<file path="src/hdl/adc_port_defines.vh">
/*
  Constants for the serial readout port: timing counts, widths, modes.
  Assumes a 20 MHz core clock; counts are derived from times in ns.
*/
//
// Summary of operation
// - 3-wire: output drives MSB after start falls
// - 3-wire: release on start rise or last fall
// - Advance output bit on each falling clock
// - 4-wire: input falling enables output, MSB valid
// - 4-wire: release on input rise or last fall
// - Daisy-chain: capture input on falling clock
// - Mode from input level at conversion start
// - 3-wire: start pin acts as chip select
// - 4-wire: input pin acts as chip select
// - Power down after conversion until next start
`ifndef ADC_PORT_DEFINES_VH
`define ADC_PORT_DEFINES_VH

`define CLK_PERIOD_NS 50
`define RESULT_BITS 16
`define BIT_CNT_W 5
`define FIFO_WIDTH 16
`define FIFO_DEPTH 32
`define FIFO_AW 5
// Longest conversion time; the result is ready no later than this.
`define CONV_TIME_NS 930
// Conversion time in core clocks, 930 ns over 50 ns rounded down.
`define CONV_CYCLES 6'h12
`define CONV_CNT_W 6
// Modes as stored.
`define MODE_3WIRE 2'h0
`define MODE_4WIRE 2'h1
`define MODE_DAISY 2'h2

`endif

</file>
<file path="src/hdl/adc_serial_readout_port.v">
/*
  Serial readout and conversion control of a 16-bit converter, device side.
  Assumes the pins are asynchronous to core_clk and slow enough (link clock
  period 400 ns) to be sampled; results come in through a FIFO from the
  converter core, which is stalled by its ready.
*/
`timescale 1ns/1ps
`include "adc_port_defines.vh"
module adc_serial_readout_port
(
  // Clock and reset
  input wire core_clk,
  input wire srst,
  // Host pins
  input wire conversion_start_pin,
  input wire sclk,
  input wire din,
  output reg dout,
  output reg dout_oe,
  // Converter core results
  input wire result_valid,
  output wire result_ready,
  input wire [15:0] result_data,
  // Converter control
  output reg conv_active,
  output reg power_down,
  output reg [1:0] mode
);
  localparam ST_IDLE = 2'h0;
  localparam ST_CONV = 2'h1;
  localparam ST_READ = 2'h2;

  reg cnv_s1_q;
  reg cnv_s2_q;
  reg cnv_s3_q;
  reg clk_s1_q;
  reg clk_s2_q;
  reg clk_s3_q;
  reg din_s1_q;
  reg din_s2_q;
  reg din_s3_q;
  reg [1:0] state_q;
  reg [`CONV_CNT_W-1:0] conv_cnt_q;
  reg [`RESULT_BITS-1:0] shift_q;
  reg [`BIT_CNT_W-1:0] bit_cnt_q;
  reg frame_done_q;
  reg cs_seen_q;
  reg drop_q;
  wire cnv_rise;
  wire cnv_fall;
  wire clk_fall;
  wire din_rise;
  wire din_fall;
  wire fifo_valid;
  wire fifo_ready;
  wire [15:0] fifo_data;
  wire cs_active;

  result_fifo #(
    .WIDTH(`FIFO_WIDTH),
    .DEPTH(`FIFO_DEPTH),
    .AW(`FIFO_AW)
  ) u_fifo (
    .core_clk(core_clk),
    .srst(srst),
    .in_valid(result_valid),
    .in_ready(result_ready),
    .in_data(result_data),
    .out_valid(fifo_valid),
    .out_ready(fifo_ready),
    .out_data(fifo_data)
  );

  // Two flops per pin before use; the third stage is only an edge history.
  always @(posedge core_clk)
  begin
    if (srst)
    begin
      cnv_s1_q <= 1'b0;
      cnv_s2_q <= 1'b0;
      cnv_s3_q <= 1'b0;
      clk_s1_q <= 1'b0;
      clk_s2_q <= 1'b0;
      clk_s3_q <= 1'b0;
      // The input idles high; a low reset value would fake an edge.
      din_s1_q <= 1'b1;
      din_s2_q <= 1'b1;
      din_s3_q <= 1'b1;
    end
    else
    begin
      cnv_s1_q <= conversion_start_pin;
      cnv_s2_q <= cnv_s1_q;
      cnv_s3_q <= cnv_s2_q;
      clk_s1_q <= sclk;
      clk_s2_q <= clk_s1_q;
      clk_s3_q <= clk_s2_q;
      din_s1_q <= din;
      din_s2_q <= din_s1_q;
      din_s3_q <= din_s2_q;
    end
  end

  assign cnv_rise = cnv_s2_q && !cnv_s3_q;
  assign cnv_fall = !cnv_s2_q && cnv_s3_q;
  assign clk_fall = !clk_s2_q && clk_s3_q;
  assign din_rise = din_s2_q && !din_s3_q;
  assign din_fall = !din_s2_q && din_s3_q;

  // A result is taken from the FIFO at the end of each conversion.
  assign fifo_ready = (state_q == ST_CONV) &&
    (conv_cnt_q == {`CONV_CNT_W{1'b0}});

  assign cs_active = (mode == `MODE_3WIRE) ? !cnv_s2_q :
    (mode == `MODE_4WIRE) ? !din_s2_q : 1'b1;

  always @(posedge core_clk)
  begin
    if (srst)
    begin
      state_q <= ST_IDLE;
      conv_cnt_q <= {`CONV_CNT_W{1'b0}};
      shift_q <= {`RESULT_BITS{1'b0}};
      bit_cnt_q <= {`BIT_CNT_W{1'b0}};
      frame_done_q <= 1'b0;
      cs_seen_q <= 1'b0;
      drop_q <= 1'b0;
      dout <= 1'b0;
      dout_oe <= 1'b0;
      conv_active <= 1'b0;
      power_down <= 1'b1;
      mode <= `MODE_3WIRE;
    end
    else
    begin
      if (cnv_rise)
      begin
        state_q <= ST_CONV;
        mode <= din_s2_q ? `MODE_3WIRE : `MODE_DAISY;
        conv_cnt_q <= `CONV_CYCLES;
        conv_active <= 1'b1;
        power_down <= 1'b0;
        dout_oe <= 1'b0;
        frame_done_q <= 1'b0;
        cs_seen_q <= 1'b0;
        bit_cnt_q <= {`BIT_CNT_W{1'b0}};
      end
      else
      begin
        case (state_q)
          ST_CONV:
          begin
            if (conv_cnt_q != {`CONV_CNT_W{1'b0}})
            begin
              conv_cnt_q <= conv_cnt_q - 1'b1;
            end
            else
            begin
              shift_q <= fifo_valid ? fifo_data : {`RESULT_BITS{1'b0}};
              drop_q <= !fifo_valid;
              conv_active <= 1'b0;
              power_down <= 1'b1;
              state_q <= ST_READ;
            end
          end
          ST_READ:
          begin
            if (!frame_done_q &&
              ((cnv_fall && mode == `MODE_3WIRE) ||
              (din_fall && cnv_s2_q && mode != `MODE_DAISY) ||
              (mode == `MODE_DAISY && !cs_seen_q)))
            begin
              cs_seen_q <= 1'b1;
              dout_oe <= 1'b1;
              dout <= shift_q[`RESULT_BITS-1];
              if (din_fall && cnv_s2_q && mode != `MODE_DAISY)
              begin
                mode <= `MODE_4WIRE;
              end
            end
            if (!cs_active && mode != `MODE_DAISY &&
              !(cnv_fall || din_fall))
            begin
              dout_oe <= 1'b0;
            end
            if (clk_fall && cs_active && cs_seen_q && !frame_done_q)
            begin
              // advance one bit per falling edge
              shift_q <= {shift_q[`RESULT_BITS-2:0],
                (mode == `MODE_DAISY) ? din_s2_q : 1'b0};
              dout <= shift_q[`RESULT_BITS-2];
              if (bit_cnt_q == 5'h0F)
              begin
                // Daisy mode keeps shifting so chained bits pass through.
                if (mode != `MODE_DAISY)
                begin
                  frame_done_q <= 1'b1;
                  dout_oe <= 1'b0;
                end
              end
              else
              begin
                bit_cnt_q <= bit_cnt_q + 1'b1;
              end
            end
          end
          default:
          begin
            state_q <= ST_IDLE;
          end
        endcase
      end
    end
  end
endmodule // adc_serial_readout_port

</file>
<file path="src/hdl/result_fifo.v">
/*
  Synchronous FIFO with valid/ready on both sides, data out registered.
  Assumes one clock and a synchronous active-high reset.
*/
`timescale 1ns/1ps
module result_fifo #(
  parameter WIDTH = 16,
  parameter DEPTH = 32,
  parameter AW = 5
)
(
  // Clock and reset
  input wire core_clk,
  input wire srst,
  // Fill side
  input wire in_valid,
  output wire in_ready,
  input wire [WIDTH-1:0] in_data,
  // Drain side
  output wire out_valid,
  input wire out_ready,
  output reg [WIDTH-1:0] out_data
);
  reg [WIDTH-1:0] mem [0:DEPTH-1];
  reg [AW:0] wr_ptr_q;
  reg [AW:0] rd_ptr_q;
  reg out_valid_q;
  wire [AW:0] count;
  wire [AW:0] held;
  wire push;
  wire pop_mem;
  assign count = wr_ptr_q - rd_ptr_q;
  // The output register counts as a slot, so no more than DEPTH words wait.
  assign held = count + {{AW{1'b0}}, out_valid_q};
  assign in_ready = (held != DEPTH[AW:0]);
  assign out_valid = out_valid_q;
  assign push = in_valid && in_ready;
  // The output register refills when it is empty or being taken and the memory holds a word.
  assign pop_mem = (count != {(AW+1){1'b0}}) &&
    (!out_valid_q || out_ready);
  always @(posedge core_clk)
  begin
    if (srst)
    begin
      wr_ptr_q <= {(AW+1){1'b0}};
      rd_ptr_q <= {(AW+1){1'b0}};
      out_valid_q <= 1'b0;
      out_data <= {WIDTH{1'b0}};
    end
    else
    begin
      if (push)
      begin
        mem[wr_ptr_q[AW-1:0]] <= in_data;
        wr_ptr_q <= wr_ptr_q + 1'b1;
      end
      if (pop_mem)
      begin
        out_data <= mem[rd_ptr_q[AW-1:0]];
        rd_ptr_q <= rd_ptr_q + 1'b1;
        out_valid_q <= 1'b1;
      end
      else if (out_ready)
      begin
        out_valid_q <= 1'b0;
      end
    end
  end
endmodule // result_fifo

</file>
<file path="config.mk">
export PLATFORM = sky130hd
export DESIGN_NAME = adc_serial_readout_port
export DESIGN_NICKNAME = d
export VERILOG_FILES = /design/src/hdl/adc_serial_readout_port.v /design/src/hdl/result_fifo.v
export VERILOG_INCLUDE_DIRS = /design/src /design/src/hdl
export SDC_FILE = /design/constraint.sdc
export NUM_CORES = 1
export LEC_CHECK = 0
export ABC_CLOCK_PERIOD_IN_PS = 4400
export BUFFER_PORTS_ARGS = -buffer_cell sky130_fd_sc_hd__buf_2
export CORE_UTILIZATION = 28
export DETAILED_ROUTE_END_ITERATION = 7
export PLACE_DENSITY = 0.48
export SYNTH_ARGS = -nofsm -noshare
export SYNTH_HDL_FRONTEND = slang
export SYNTH_SLANG_ARGS = --single-unit
</file>
<file path="constraint.sdc">
create_clock -name core_clk -period 4.4 [get_ports core_clk]
set_input_delay 0.22 -clock core_clk [delete_from_list [all_inputs] [get_ports core_clk]]
set_output_delay 0.22 -clock core_clk [all_outputs]
set_load 0.05 [all_outputs]
</file>
Yosys cells after proc, flatten, opt, wreduce, memory -nomap -nowiden
Memories as Yosys holds them, arrays and structs flattened. A register that Yosys moved wholly into a read port is not among the register bits.
Index checks and enable logic that the tools add are counted.
{"block": "totals", "register_bits": 59, "mem_bits_rw": 512, "out_inout_bits": 7, "word_cells": 137, "memories": 1}
{"block": "op_classes", "addsub": 6, "n_eq_ne": 12, "mux": 36, "bitwise": 3, "n_reduce_logical": 54}
{"name": "u_fifo.mem", "depth": 32, "word_bits": 16, "rd": 1, "rd_ports_with_merged_regs": 1, "wr": 1, "line_no": "result_fifo.v:24", "rtl": "reg [WIDTH-1:0] mem [0:DEPTH-1];"}
{"operator": "2-to-1 mux 16 bit", "n": 3}
{"operator": "one-hot mux 16 bit (2 select lines)", "n": 1}
{"operator": "2-to-1 mux 1 bit", "n": 22}
{"operator": "logical AND 1 bit", "n": 17}
{"operator": "nonzero test 2 bit", "n": 8}
{"operator": "2-to-1 mux 5 bit", "n": 3}
{"operator": "adder 6 x 1 -> 6 bit, second input constant", "n": 2}
{"operator": "2-to-1 mux 2 bit", "n": 6}
{"operator": "AND reduction 2 bit", "n": 6}
{"operator": "nonzero test 6 bit", "n": 2}
{"operator": "inequality test 2 bit, second input constant", "n": 5}
{"operator": "zero test 1 bit", "n": 9}
{"operator": "AND reduction 3 bit", "n": 3}
{"operator": "AND reduction 4 bit", "n": 2}
{"operator": "adder 6 x 1 -> 6 bit", "n": 1}
{"operator": "zero test 6 bit", "n": 1}
{"operator": "inequality test 6 bit, second input constant", "n": 1}
{"operator": "subtractor 6 x 1 -> 6 bit, second input constant", "n": 1}
{"operator": "subtractor 6 bit", "n": 1}
{"operator": "adder 5 x 1 -> 5 bit, second input constant", "n": 1}
{"operator": "equality test 5 x 4 -> 1 bit, second input constant", "n": 1}
{"operator": "equality test 2 x 1 -> 1 bit, second input constant", "n": 2}
{"operator": "equality test 2 bit, second input constant", "n": 2}
{"operator": "logical OR 1 bit", "n": 4}
{"operator": "5 further kinds", "n": 7}

Depth between registers and ports, before layout
Gate-level depths: netlist (run 1).
{"block": "depth", "word_depth": 12, "ltp_mapped": 13}

Modules after synthesis
From an unflattened synthesis (run 1), not the netlist that was laid out.
{"block": "unflattened", "cells_unflattened": 1194, "area_unflattened_um2": 23302.3}
{"module": "result_fifo", "instances": 1, "cells_per_inst": 970, "area_each_um2": 21179.1, "seq_area_each_um2": 15955.3}
{"module": "adc_serial_readout_port", "instances": 1, "cells_per_inst": 224, "area_each_um2": 2123.3, "seq_area_each_um2": 920.9}

Worst setup path after synthesis (run 1)
Ideal clock, no wire load.
{"block": "synth_timing", "path_kind": "register -> register", "start": "reg u_fifo.rd_ptr_q[1]", "end": "mem u_fifo.mem[25][0], enable pin", "setup_ns": 0.409, "arrival_ns": 4.076, "required_ns": 3.991, "path_slack_ns": -0.085, "stages_incl_launch_ff": 14, "period_less_slack_ns": 4.485, "cell_sequence": "dfxtp_1 clkbuf_1 buf_2 buf_1 inv_1 fa_1 a21o_1 a21oi_2 xnor2_2 nand3_1 xnor2_1 o21ai_4 buf_6 nor3_1"}
{"block": "synth_via", "elab_chain_len": 7}
{"element": "start: declaration", "line_no": "result_fifo.v:26", "rtl": "reg [AW:0] rd_ptr_q;"}
{"element": "start signal: assignment", "line_no": "result_fifo.v:46", "rtl": "rd_ptr_q <= {(AW+1){1'b0}};"}
{"element": "start signal: assignment", "line_no": "result_fifo.v:60", "rtl": "rd_ptr_q <= rd_ptr_q + 1'b1;"}
{"element": "subtractor 6 bit", "line_no": "result_fifo.v:32", "rtl": "assign count = wr_ptr_q - rd_ptr_q;"}
{"element": "adder 6 x 1 -> 6 bit", "line_no": "result_fifo.v:34", "rtl": "assign held = count + {{AW{1'b0}}, out_valid_q};"}
{"element": "inequality test 6 bit", "line_no": "result_fifo.v:35", "rtl": "assign in_ready = (held != DEPTH[AW:0]);"}
{"element": "logical AND 1 bit", "line_no": "result_fifo.v:37", "rtl": "assign push = in_valid && in_ready;"}
{"element": "2-to-1 mux 1 bit", "line_no": "result_fifo.v:52", "rtl": "if (push)"}
{"element": "2-to-1 mux 1 bit", "line_no": "result_fifo.v:43", "rtl": "if (srst)"}
{"element": "2-to-1 mux 1 bit (not written as such)", "line_no": "result_fifo.v:54", "rtl": "mem[wr_ptr_q[AW-1:0]] <= in_data;"}
{"element": "end: declaration", "line_no": "result_fifo.v:24"}
No other way between the ends.

Final worst setup path (run 1)
{"block": "layout_timing", "start": "reg u_fifo.wr_ptr_q[0]", "end": "mem u_fifo.mem[6][4], enable pin"}
{"block": "layout_via", "elab_chain_len": 7}
{"element": "start: declaration", "line_no": "result_fifo.v:25", "rtl": "reg [AW:0] wr_ptr_q;"}
{"element": "start signal: assignment", "line_no": "result_fifo.v:45", "rtl": "wr_ptr_q <= {(AW+1){1'b0}};"}
{"element": "start signal: assignment", "line_no": "result_fifo.v:55", "rtl": "wr_ptr_q <= wr_ptr_q + 1'b1;"}
{"element": "subtractor 6 bit", "line_no": "result_fifo.v:32"}
{"element": "adder 6 x 1 -> 6 bit", "line_no": "result_fifo.v:34"}
{"element": "inequality test 6 bit", "line_no": "result_fifo.v:35"}
{"element": "logical AND 1 bit", "line_no": "result_fifo.v:37"}
{"element": "2-to-1 mux 1 bit", "line_no": "result_fifo.v:52"}
{"element": "2-to-1 mux 1 bit", "line_no": "result_fifo.v:43"}
{"element": "2-to-1 mux 1 bit (not written as such)", "line_no": "result_fifo.v:54"}
Several ways; a longest one is shown, not always the timed one.

==> reports/metrics.cfg, run 1 <==
[status]
status = finished clean

[floorplanning]
die_x_um = 289
fp.coreArea_mm2 = 0.0811
rows = 104
initial_core_util_pct = 28.5
io_pins = 29
dieHeight_um = 289
dieArea_mm2 = 0.0836

[layout]
nFillCells = 7683
mostFrequentLayoutCells = edfxtp_1, mux4_2, dfxtp_1
final_common_cell = edfxtp_1
layout-drive-gt1-share_pct = 30.3
final_util_pct = 33.3
n_antenna_cell = 0
area_growth_pct = 17.0
nNetsFinal = 1310

[setup_path]
r2r_start = u_fifo.wr_ptr_q[0]
r2r_setup_slack_ns = 0.62
crit_arrival_ns = 4.17
reg2regPathDepth = 13
regToRegEndpoint = u_fifo.mem[6][4]
end_kind = register
required_ns = 4.79
criticalPathCategory = register to register
start_kind = register
path_max_fanout = 16

[yosys]
synthXorXnorAreaFrac_pct = 0.667
synth_mux_area_share_pct = 16.1
ys_types = 67
ys.flop_type = edfxtp_1
yosys_warnings = 0
synthSimpleGateAreaFrac_pct = 4.85
synth-edff-count = 512
synth_top_family_by_area = multiplexers
ys_seq_area_share_pct = 73.1
syn_area_mm2 = 0.0231
synthArstFlopShare_pct = 0
synth-compound-area-share_pct = 2.79
avgSynthCellArea_um2 = 19.5
syn_inst = 1184
synthAdderAreaFrac_pct = 0.900
synth-seq-cells = 587
syn_nets = 1222

[run]
drv_cap = 0

[cts]
cts_setup_buffers = 0
ctsHoldBuffers = 4
insertion_delay_ns = 0.65
cts_resized = 0
clk_pin_slew_ns = 0.06
tritoncts = done
cts-htree-levels = 2
cts_buffers = 60
cts-root-buf = clkbuf_16
clock-sinks = 587
cts_max_path_buffers = 3

[placement]
port-buffer-count = 28
gp_congestion = 0.789
dp_hpwl_um = 35300

[pwr]
combPwrFrac_pct = 21.5
power_density_mw_per_mm2 = 548
peakVddDrop_mv = 0.360
swShare_pct = 27.8
p_clk_share_pct = 35.7
power_mw = 14.8
p_switching_mw = 4.12
leakage_nw = 8.33
p_seq_share_pct = 42.8
intPower_mw = 10.7

[timing]
tightestPinTransition_ns = 1.04
fin_skew_ns = 0.0628
drv_slew = 0
setup_viol = 0
fin_crit_ns = 3.78
hold_ws_ns = 0.105
tns_ns = 0
finalHoldViolations = 0
slew_headroom_pct = 30.2
fmax_ghz = 0.264
fin_crit_sh_pct = 86.0
rsz0062_at_grt = false

[routing]
viasPerCell = 4.81
ant_nets = 0
dr_total_vias = 11500
drtPass1Iterations = 5
post_drt_wl_per_cell_um = 24.1
wl_um = 57500
drc = 0
drtIter0Drc = 1035

[worst_hold_path]
min_from = srst
min_path_cells = 4
hold_path_class = input port to register
min_to = u_fifo.wr_ptr_q[4]

[grt]
gr-total-overflow = 0
gr-usage-all-layers_pct = 14.0
antenna_found_initial = 3
grt_pass1_wl_um = 84000
grt_pass1_vias = 11600
grt_start_max_net_pins = 132

==> layer usage <==
layer | global-route usage, % | routed length, µm
met3 | 2.86 | 3000
met2 | 20.8 | 25800
met5 | 0 | 13
met1 | 20.8 | 27600
met4 | 3.79 | 1210
==> state kept, by name, summed over array words and instances (netlist names), 5 cells and up <==
register / cells
u_fifo.mem: 512
shift_q: 16
u_fifo.out_data: 16
conv_cnt_q: 6
u_fifo.rd_ptr_q: 6
u_fifo.wr_ptr_q: 6
bit_cnt_q: 5
==> worst max path at each step <==
stage	slack [ns]	from	endpoint	cells past startpoint
global route	0.43	u_fifo.wr_ptr_q[0]	u_fifo.mem[19][4]	11
floorplan	-0.09	u_fifo.rd_ptr_q[1]	u_fifo.mem[25][0]	13
finish	0.62	u_fifo.wr_ptr_q[0]	u_fifo.mem[6][4]	13
global placement	0.63	u_fifo.wr_ptr_q[0]	u_fifo.mem[6][14]	13
detailed placement	0.57	u_fifo.wr_ptr_q[0]	u_fifo.mem[6][4]	13
CTS	0.63	u_fifo.wr_ptr_q[0]	u_fifo.mem[6][8]	13
==> critical path, cell delays in order (launching register included) <==
cell and delay, ns:
dfxtp_1 0.36, inv_1 0.14, ha_1 0.18, inv_1 0.06, fa_1 0.39, a21o_1 0.18
a21oi_2 0.17, xnor2_2 0.13, nor4_1 0.41, o31ai_2 0.17, o21ai_4 0.67, buf_4 0.37
nor3_2 0.08, buf_4 0.25
==> cells in the mapped netlist (2+ instances only) <==
library cell | instances | area [µm²]
a211oi_1 | 2 | 15.0
a21boi_2 | 2 | 22.5
a21o_1 | 3 | 22.5
a21oi_1 | 12 | 60.1
a311oi_1 | 31 | 272
a31o_1 | 3 | 26.3
and2_1 | 3 | 18.8
and3_1 | 4 | 25.0
buf_1 | 11 | 41.3
buf_2 | 23 | 115
buf_6 | 3 | 33.8
clkbuf_1 | 29 | 109
dfxtp_1 | 75 | 1500
edfxtp_1 | 512 | 15400
ha_1 | 15 | 188
inv_1 | 15 | 56.3
mux2_1 | 4 | 45.0
mux2i_1 | 5 | 50.1
mux4_2 | 160 | 3600
nand2_1 | 64 | 240
nand2b_1 | 7 | 43.8
nand3_1 | 20 | 100
nand3b_1 | 3 | 22.5
nand4_1 | 6 | 37.5
nor2_1 | 62 | 233
nor2b_1 | 14 | 87.6
nor3_1 | 36 | 180
nor4_1 | 2 | 12.5
o21ai_0 | 4 | 20.0
o32ai_1 | 2 | 17.5
or2_2 | 4 | 25.0
or3b_2 | 2 | 17.5
xnor2_1 | 7 | 61.3
xnor2_2 | 2 | 32.5
xor2_1 | 5 | 43.8
==> through the flow <==
stage | cells | area, µm² | worst slack [ns]
3_3_place_gp | 2266 | 24900 | 0.625
6_report | 2382 | 27000 | 0.616
5_1_grt | 2382 | 27000 | 0.433
2_1_floorplan | 1184 | 23100 | -0.0853
4_1_cts | 2382 | 27000 | 0.629
3_5_place_dp | 2266 | 24900 | 0.566
==> cells by family after synthesis <==
kind of cell             after synthesis
multiplexers                         170
buffers and inverters                 84
XOR/XNOR                              15
AO/OA/AOI/OAI                         77
adder cells (fa/ha/maj)               16
AND/OR/NAND/NOR                      235
flip-flops                           587
==> power by group through the flow <==
| stage | clock, mW | sequential, mW | combinational [mW] |
|---|---|---|---|
| after global routing | 5.61 | 6.35 | 3.41 |
| after detailed placement | 0 | 6.45 | 3.24 |
| after CTS | 5.42 | 6.34 | 3.24 |
| after floorplan | 0 | 6.37 | 2.18 |
| after global placement | 0 | 6.45 | 3.24 |
| final | 5.29 | 6.34 | 3.19 |
==> cell type report <==
class	instances	area, µm²	area share (%)
well taps	1060	1330	4.91
flip-flops and latches	587	16900	62.5
multi-input cells	513	6000	22.2
clock inverters	38	460	1.71
clock buffers	74	1600	5.91
inverters	16	60.1	0.222
repair buffers	94	671	2.48
Note: power is estimated with default switching activity, not from simulation.
==> inputs of run 2 (changes only) <==
Settings changed: ABC_AREA from default to 1, CELL_PAD_IN_SITES_DETAIL_PLACEMENT from default to 0, CELL_PAD_IN_SITES_GLOBAL_PLACEMENT from default to 1, PLACE_DENSITY 0.48 to 0.55, SETUP_SLACK_MARGIN from default to 0.02.
==> run 2 against run 1 <==
  * Core utilization fell by 0.57 points
  * Count of clock-buffer cells in the layout rose by 11
  * Clock power rose by 3%
  * Combinational power rose by 6%
  * Sequential power fell by 1%
  * Non-clock buffer count fell by 24
  * Design area rose by 1.8%
  * Critical path depth rose by 2
  * Flip-flop and latch count did not move
  * Final cell count rose by 35%
  * Critical endpoint is now u_fifo.mem[9][2]
==> reports/metrics.cfg, run 2 <==
[cts]
cts_buffers = 66  ; was 60
tritoncts = done  ; unchanged
clk_pin_slew_ns = 0.06  ; about the same
cts_setup_buffers = 0  ; unchanged
insertion_delay_ns = 0.62  ; was 0.65 ns
ctsHoldBuffers = 4  ; unchanged
clock-sinks = 587  ; unchanged
cts_resized = 0  ; unchanged
cts-root-buf = clkbuf_16  ; unchanged
cts_max_path_buffers = 3  ; unchanged
cts-htree-levels = 3  ; was 2

[timing]
fin_crit_sh_pct = 86.4  ; was 86.0%
fin_skew_ns = 0.0341  ; was 0.0628 ns
tns_ns = 0  ; unchanged
finalHoldViolations = 0  ; unchanged
fin_ws_ns = 0.598  ; was 0.616 ns
rsz0062_at_grt = false  ; unchanged
fmax_ghz = 0.263  ; was 0.264 GHz
fin_crit_ns = 3.80  ; was 3.78 ns
drv_slew = 0  ; unchanged
slew_headroom_pct = 15.3  ; was 30.2%
setup_viol = 0  ; unchanged
tightestPinTransition_ns = 1.26  ; was 1.04 ns

[layout]
nNetsFinal = 2078  ; was 1,310
seqCellArea_mm2 = 0.0169  ; unchanged
area_growth_pct = 15.3  ; was 17.0%
final_common_cell = edfxtp_1  ; unchanged
mostFrequentLayoutCells = edfxtp_1, nor2_1, o21ai_0  ; was edfxtp_1, mux4_2, dfxtp_1
final_util_pct = 32.7  ; was 33.3%
nFillCells = 8404  ; was 7,683
finalNonFillerCells = 3224  ; was 2,382
largest_reg_flops = 512  ; unchanged
layout-drive-gt1-share_pct = 10.1  ; was 30.3%
multi_input_area_mm2 = 0.00621  ; was 0.00600 mm²

[grt]
gr-usage-all-layers_pct = 16.8  ; was 14.0%
gr-total-overflow = 0  ; unchanged
grt_start_max_net_pins = 209  ; was 132
antenna_found_initial = 1  ; was 3
grt_pass1_vias = 15600  ; was 11,600
grt_pass1_wl_um = 106000  ; was 84,000 µm

[placement]
dp_hpwl_um = 42300  ; was 35,300 µm
place_ws_ns = 0.272  ; was 0.566 ns
dp_cells = 3099  ; was 2,266
port-buffer-count = 28  ; unchanged
gp_congestion = 0.816  ; was 0.789

[routing]
ant_nets = 0  ; unchanged
drc = 0  ; unchanged
post_drt_wl_per_cell_um = 22.4  ; was 24.1 µm
drtPass1Iterations = 5  ; unchanged
drtIter0Drc = 1272  ; was 1,035
viasPerCell = 4.90  ; was 4.81
wl_um = 72100  ; was 57,500 µm
dr_total_vias = 15800  ; was 11,500

[yosys]
synth-edff-count = 512  ; unchanged
avgSynthCellArea_um2 = 11.8  ; was 19.5 µm²
syn_nets = 2063  ; was 1,222
synthTopCellsByArea = edfxtp_1, dfxtp_1, o21ai_0  ; was edfxtp_1, mux4_2, dfxtp_1
ys_types = 43  ; was 67
synth_top_area_share_pct = 64.5  ; was 66.6%
synth_top_area_cell = edfxtp_1  ; unchanged
yosys_warnings = 0  ; unchanged
synth-seq-cells = 587  ; unchanged
ys.flop_type = edfxtp_1  ; unchanged
synth.most_common_cell = edfxtp_1  ; unchanged
syn_inst = 2025  ; was 1,184
ys_top_cells_by_count = edfxtp_1, nor2_1, o21ai_0, nand2_1, nand3_1  ; was edfxtp_1, mux4_2, dfxtp_1, nand2_1, nor2_1
synthArstFlopShare_pct = 0  ; unchanged
ys_seq_area_share_pct = 70.8  ; was 73.1%
syn_area_mm2 = 0.0238  ; was 0.0231 mm²

[pwr]
leakage_nw = 9.02  ; was 8.33 nW
power_mw = 15.1  ; was 14.8 mW
power_density_mw_per_mm2 = 548  ; about the same
peakVddDrop_mv = 0.389  ; was 0.360 mV

[setup_path]
end_kind = register  ; unchanged
start_kind = register  ; unchanged
required_ns = 4.62  ; was 4.79 ns
path_max_fanout = 16  ; unchanged
criticalPathCategory = register to register  ; unchanged
crit_arrival_ns = 4.02  ; was 4.17 ns

[floorplanning]
dieArea_mm2 = 0.0863  ; was 0.0836 mm²
die_x_um = 294  ; was 289 µm
fp.coreArea_mm2 = 0.0840  ; was 0.0811 mm²
io_pins = 29  ; unchanged
rows = 106  ; was 104
dieHeight_um = 294  ; was 289 µm
initial_core_util_pct = 28.4  ; was 28.5%

[status]
status = finished clean  ; unchanged

[worst_hold_path]
hold_path_class = input port to register  ; unchanged

[run]
drv_cap = 0  ; unchanged

## run 2: changes by cell type after synthesis, sizes merged, moves of 17 or more
cell	delta
inv	+63
nor2	+261
nand3	+110
o22ai	+31
a21oi	+50
mux4	-160
a311oi	-30
nand4	+17
o211ai	+42
o21ai	+249
o221ai	+37
clkbuf	+40
nand2	+184
## run 2: path summary, 6_finish.rpt
path / cells past startpoint / startpoint / slack, ns / end
hold reg to reg: 2 / clk_s1_q / 0.41 / clk_s2_q
setup / recovery: 15 / u_fifo.wr_ptr_q[0] / 0.60 / u_fifo.mem[9][2]
hold / removal: 2 / srst / 0.16 / clk_s2_q
setup reg to reg: 15 / u_fifo.wr_ptr_q[0] / 0.60 / u_fifo.mem[9][2]
## run 2: logic make-up (layout without fill, tap and decap cells)
| kind of cell | after synthesis | count (layout) | synth area share [%] |
|---|---|---|---|
| adder cells (fa/ha/maj) | 16 | 16 | 0.871 |
| buffers and inverters | 208 | 271 | 3.68 |
| AO/OA/AOI/OAI | 449 | 449 | 11.0 |
| AND/OR/NAND/NOR | 760 | 760 | 13.5 |
| XOR/XNOR | 5 | 5 | 0.184 |
| flip-flops | 587 | 587 | 70.8 |
| other | 0 | 2 | 0 |
## run 2: power breakdown
group | leakage, nW | switching [mW] | internal, mW | total, mW
clock network | 1.01 | 2.29 | 3.15 | 5.44
registers | 5.22 | 0.0714 | 6.18 | 6.25
logic | 2.79 | 2.52 | 0.852 | 3.38
## run 2: critical path, stage by stage, from the launching register on
cell,delay (ns)
dfxtp_1,0.41
inv_1,0.11
ha_1,0.19
inv_1,0.11
fa_1,0.47
ha_1,0.21
inv_1,0.07
nor2_1,0.06
nand2_1,0.07
nand2_1,0.05
nand2_1,0.07
nor2_2,0.05
nand2_4,0.15
nand2_8,0.17
buf_4,0.25
nor3_2,0.96
## run 2: metal layers
layer	track usage [%]	share of wire, %
met5	0	0
met1	23.0	46
met2	27.5	48
met4	4.69	2.3
met3	2.36	4.5
## run 2: final cells by class
| cell class | count | area share [%] |
|---|---|---|
| diodes | 2 | 0.0182 |
| clock buffers | 85 | 6.27 |
| clock inverters | 31 | 1.40 |
| inverters | 85 | 1.18 |
| multi-input cells | 1230 | 22.6 |
| flip-flops and latches | 587 | 61.4 |
| well taps | 1134 | 5.16 |
| repair buffers | 70 | 1.93 |
## run 2: through the flow
stage / cell area (µm²) / hold slack, ns
4_1_cts: 27400 / 0.145
3_5_place_dp: 25300 / 0.403
2_1_floorplan: 23800 / 0.319
6_report: 27500 / 0.156
5_1_grt: 27500 / 0.164
3_3_place_gp: 25300 / 0.403
==> inputs of run 3 (changes only) <==
Settings changed: CAP_MARGIN from default to 10, CELL_PAD_IN_SITES_GLOBAL_PLACEMENT 1 to 2, PLACE_DENSITY 0.55 to 0.62.
==> run 3 against run 2 <==
  * Largest cell class unchanged
  * Clock power decreased by 1%
  * Flip-flop and latch count unchanged
  * Setup slack improved by 0.062 ns
==> reports/metrics.cfg, run 3 (same netlist as run 2, synthesis figures left out) <==
[status]
status = finished clean  ; unchanged

[routing]
drc = 0  ; unchanged
wl_um = 74000  ; was 72,100 µm
drtPass1Iterations = 5  ; unchanged
post_drt_wl_per_cell_um = 22.9  ; was 22.4 µm
dr_total_vias = 15900  ; was 15,800
viasPerCell = 4.91  ; was 4.90
ant_nets = 0  ; unchanged
drtIter0Drc = 1417  ; was 1,272

[floorplanning]
dieHeight_um = 294  ; unchanged
rows = 106  ; unchanged
die_x_um = 294  ; unchanged
initial_core_util_pct = 28.4  ; unchanged
io_pins = 29  ; unchanged
fp.coreArea_mm2 = 0.0840  ; unchanged
dieArea_mm2 = 0.0863  ; unchanged

[layout]
mostFrequentLayoutCells = edfxtp_1, nor2_1, o21ai_0  ; unchanged
largest_reg_flops = 512  ; unchanged
stdcell_area_mm2 = 0.0275  ; about the same
final_common_cell = edfxtp_1  ; unchanged
area_growth_pct = 15.3  ; about the same
multi_input_area_mm2 = 0.00620  ; was 0.00621 mm²
seqCellArea_mm2 = 0.0169  ; unchanged
nNetsFinal = 2087  ; was 2,078
nFillCells = 8411  ; was 8,404
layout-drive-gt1-share_pct = 10.9  ; was 10.1%

[timing]
fin_crit_ns = 3.74  ; was 3.80 ns
fin_crit_sh_pct = 85.0  ; was 86.4%
tightestPinTransition_ns = 1.13  ; was 1.26 ns
setup_viol = 0  ; unchanged
rsz0062_at_grt = false  ; unchanged
drv_slew = 0  ; unchanged
slew_headroom_pct = 24.4  ; was 15.3%
fmax_ghz = 0.267  ; was 0.263 GHz
fin_skew_ns = 0.0264  ; was 0.0341 ns
tns_ns = 0  ; unchanged
finalHoldViolations = 0  ; unchanged

[setup_path]
start_kind = register  ; unchanged
cp_slowest_cell = nor3_2  ; unchanged
path_max_fanout = 16  ; unchanged
path_buf_inv = 3  ; was 4
critical_path.top_delay_family = simple AND/OR/NAND/NOR gates  ; unchanged
end_kind = register  ; unchanged
criticalPathCategory = register to register  ; unchanged
worstPathCellList = inv_1 > ha_1 > inv_1 > fa_1 > ha_1 > or2_2 > a21oi_2 > nand3_1 > nor2_2 > nand2_4 > nand2_8 > buf_4 > nor3_2  ; was inv_1 > ha_1 > inv_1 > fa_1 > ha_1 > inv_1 > nor2_1 > nand2_1 > nand2_1 > nand2_1 > nor2_2 > nand2_4 > nand2_8 > buf_4 > nor3_2
crit_arrival_ns = 3.95  ; was 4.02 ns
max_stage_delay_ns = 0.88  ; was 0.96 ns
required_ns = 4.61  ; was 4.62 ns

[cts]
cts_max_path_buffers = 3  ; unchanged
insertion_delay_ns = 0.61  ; was 0.62 ns
cts-htree-levels = 3  ; unchanged
clk_pin_slew_ns = 0.06  ; about the same
cts_buffers = 67  ; was 66
cts-root-buf = clkbuf_16  ; unchanged
cts_resized = 0  ; unchanged
tritoncts = done  ; unchanged
clock-sinks = 587  ; unchanged

[grt]
gr-usage-all-layers_pct = 17.2  ; was 16.8%
gr-total-overflow = 0  ; unchanged
grt_start_max_net_pins = 149  ; was 209
antenna_found_initial = 1  ; unchanged
grt_pass1_wl_um = 108000  ; was 106,000 µm
grt_pass1_vias = 15900  ; was 15,600

[pwr]
peakVddDrop_mv = 0.291  ; was 0.389 mV
combPwrFrac_pct = 22.8  ; was 22.4%
leakage_nw = 9.03  ; was 9.02 nW
p_clk_share_pct = 35.7  ; was 36.1%
power_mw = 15.0  ; was 15.1 mW
intPower_mw = 10.1  ; was 10.2 mW
swShare_pct = 32.8  ; was 32.4%
p_switching_mw = 4.93  ; was 4.89 mW
p_seq_share_pct = 41.5  ; about the same
power_density_mw_per_mm2 = 547  ; was 548 mW/mm²

[worst_hold_path]
hold_path_class = input port to register  ; unchanged

[placement]
port-buffer-count = 28  ; unchanged
dp_hpwl_um = 43800  ; was 42,300 µm
placedInstanceArea_mm2 = 0.0253  ; about the same
gp_congestion = 0.807  ; was 0.816

[run]
drv_cap = 0  ; unchanged

run 3: cell types whose count changed in the layout (fill, tap and decap cells not counted), sizes merged:
cell      before  now
buf           66   74
diode          2    1
clkinv        27   24
clkinvlp       1    7
inv           82   83
bufinv         6    4
run 3: layout make-up:
cell class                 count  area share, %
sequential                   587           61.4
timing repair buffer          78           2.17
multi-input combinational   1230           22.5
tap                         1134           5.16
antenna                        1        0.00910
clock buffer                  85           6.42
inverter                      85           1.18
clock inverter                33           1.12
run 3: worst reg2reg max path, cell delays in order, from the launching register on:
cell	delay, ns
dfxtp_1	0.43
inv_1	0.12
ha_1	0.19
inv_1	0.12
fa_1	0.47
ha_1	0.29
or2_2	0.11
a21oi_2	0.03
nand3_1	0.09
nor2_2	0.06
nand2_4	0.14
nand2_8	0.13
buf_4	0.27
nor3_2	0.89
run 3: worst paths after layout:
check	from	slack, ns	depth (start not counted)	to
max	u_fifo.wr_ptr_q[0]	0.66	13	u_fifo.mem[5][5]
min	srst	0.16	3	cnv_s1_q
max reg2reg	u_fifo.wr_ptr_q[0]	0.66	13	u_fifo.mem[5][5]
min reg2reg	clk_s1_q	0.41	2	clk_s2_q
run 3: repair_timing:
| item | in CTS | in global routing |
|---|---|---|
| buffers inserted | 0 | 0 |
| endpoints found under the setup margin | 0 | 0 |
| hold buffers | 4 | 0 |
| endpoints found under the hold margin | 4 | 0 |
run 3: power by group through the flow:
stage | combinational [mW] | clock, mW | sequential, mW
6_report | 3.43 | 5.37 | 6.24
5_1_grt | 3.79 | 5.68 | 6.25
4_1_cts | 3.48 | 5.50 | 6.24
3_5_place_dp | 3.46 | 0 | 6.36
3_3_place_gp | 3.49 | 0 | 6.36
2_1_floorplan | 2.09 | 0 | 6.33
run 3: per-layer routing:
metal	track usage, %	vias up	share of wire, %
met3	3.12	121	5.3
met4	5.87	0	3.4
met1	23.1	7920	45
li1	-	7376	-
met2	27.7	460	47
met5	0	-	0
run 3: per-stage QoR:
stage | setup slack (ns) | hold WS, ns | std cells | util [%]
2_1_floorplan | 0.356 | 0.319 | 2025 | -
3_5_place_dp | 0.440 | 0.403 | 3099 | 30.1
6_report | 0.660 | 0.156 | 3233 | 32.8
4_1_cts | 0.448 | 0.125 | 3221 | 32.6
3_3_place_gp | 0.492 | 0.403 | 3097 | 30.1
5_1_grt | 0.348 | 0.151 | 3232 | 32.8
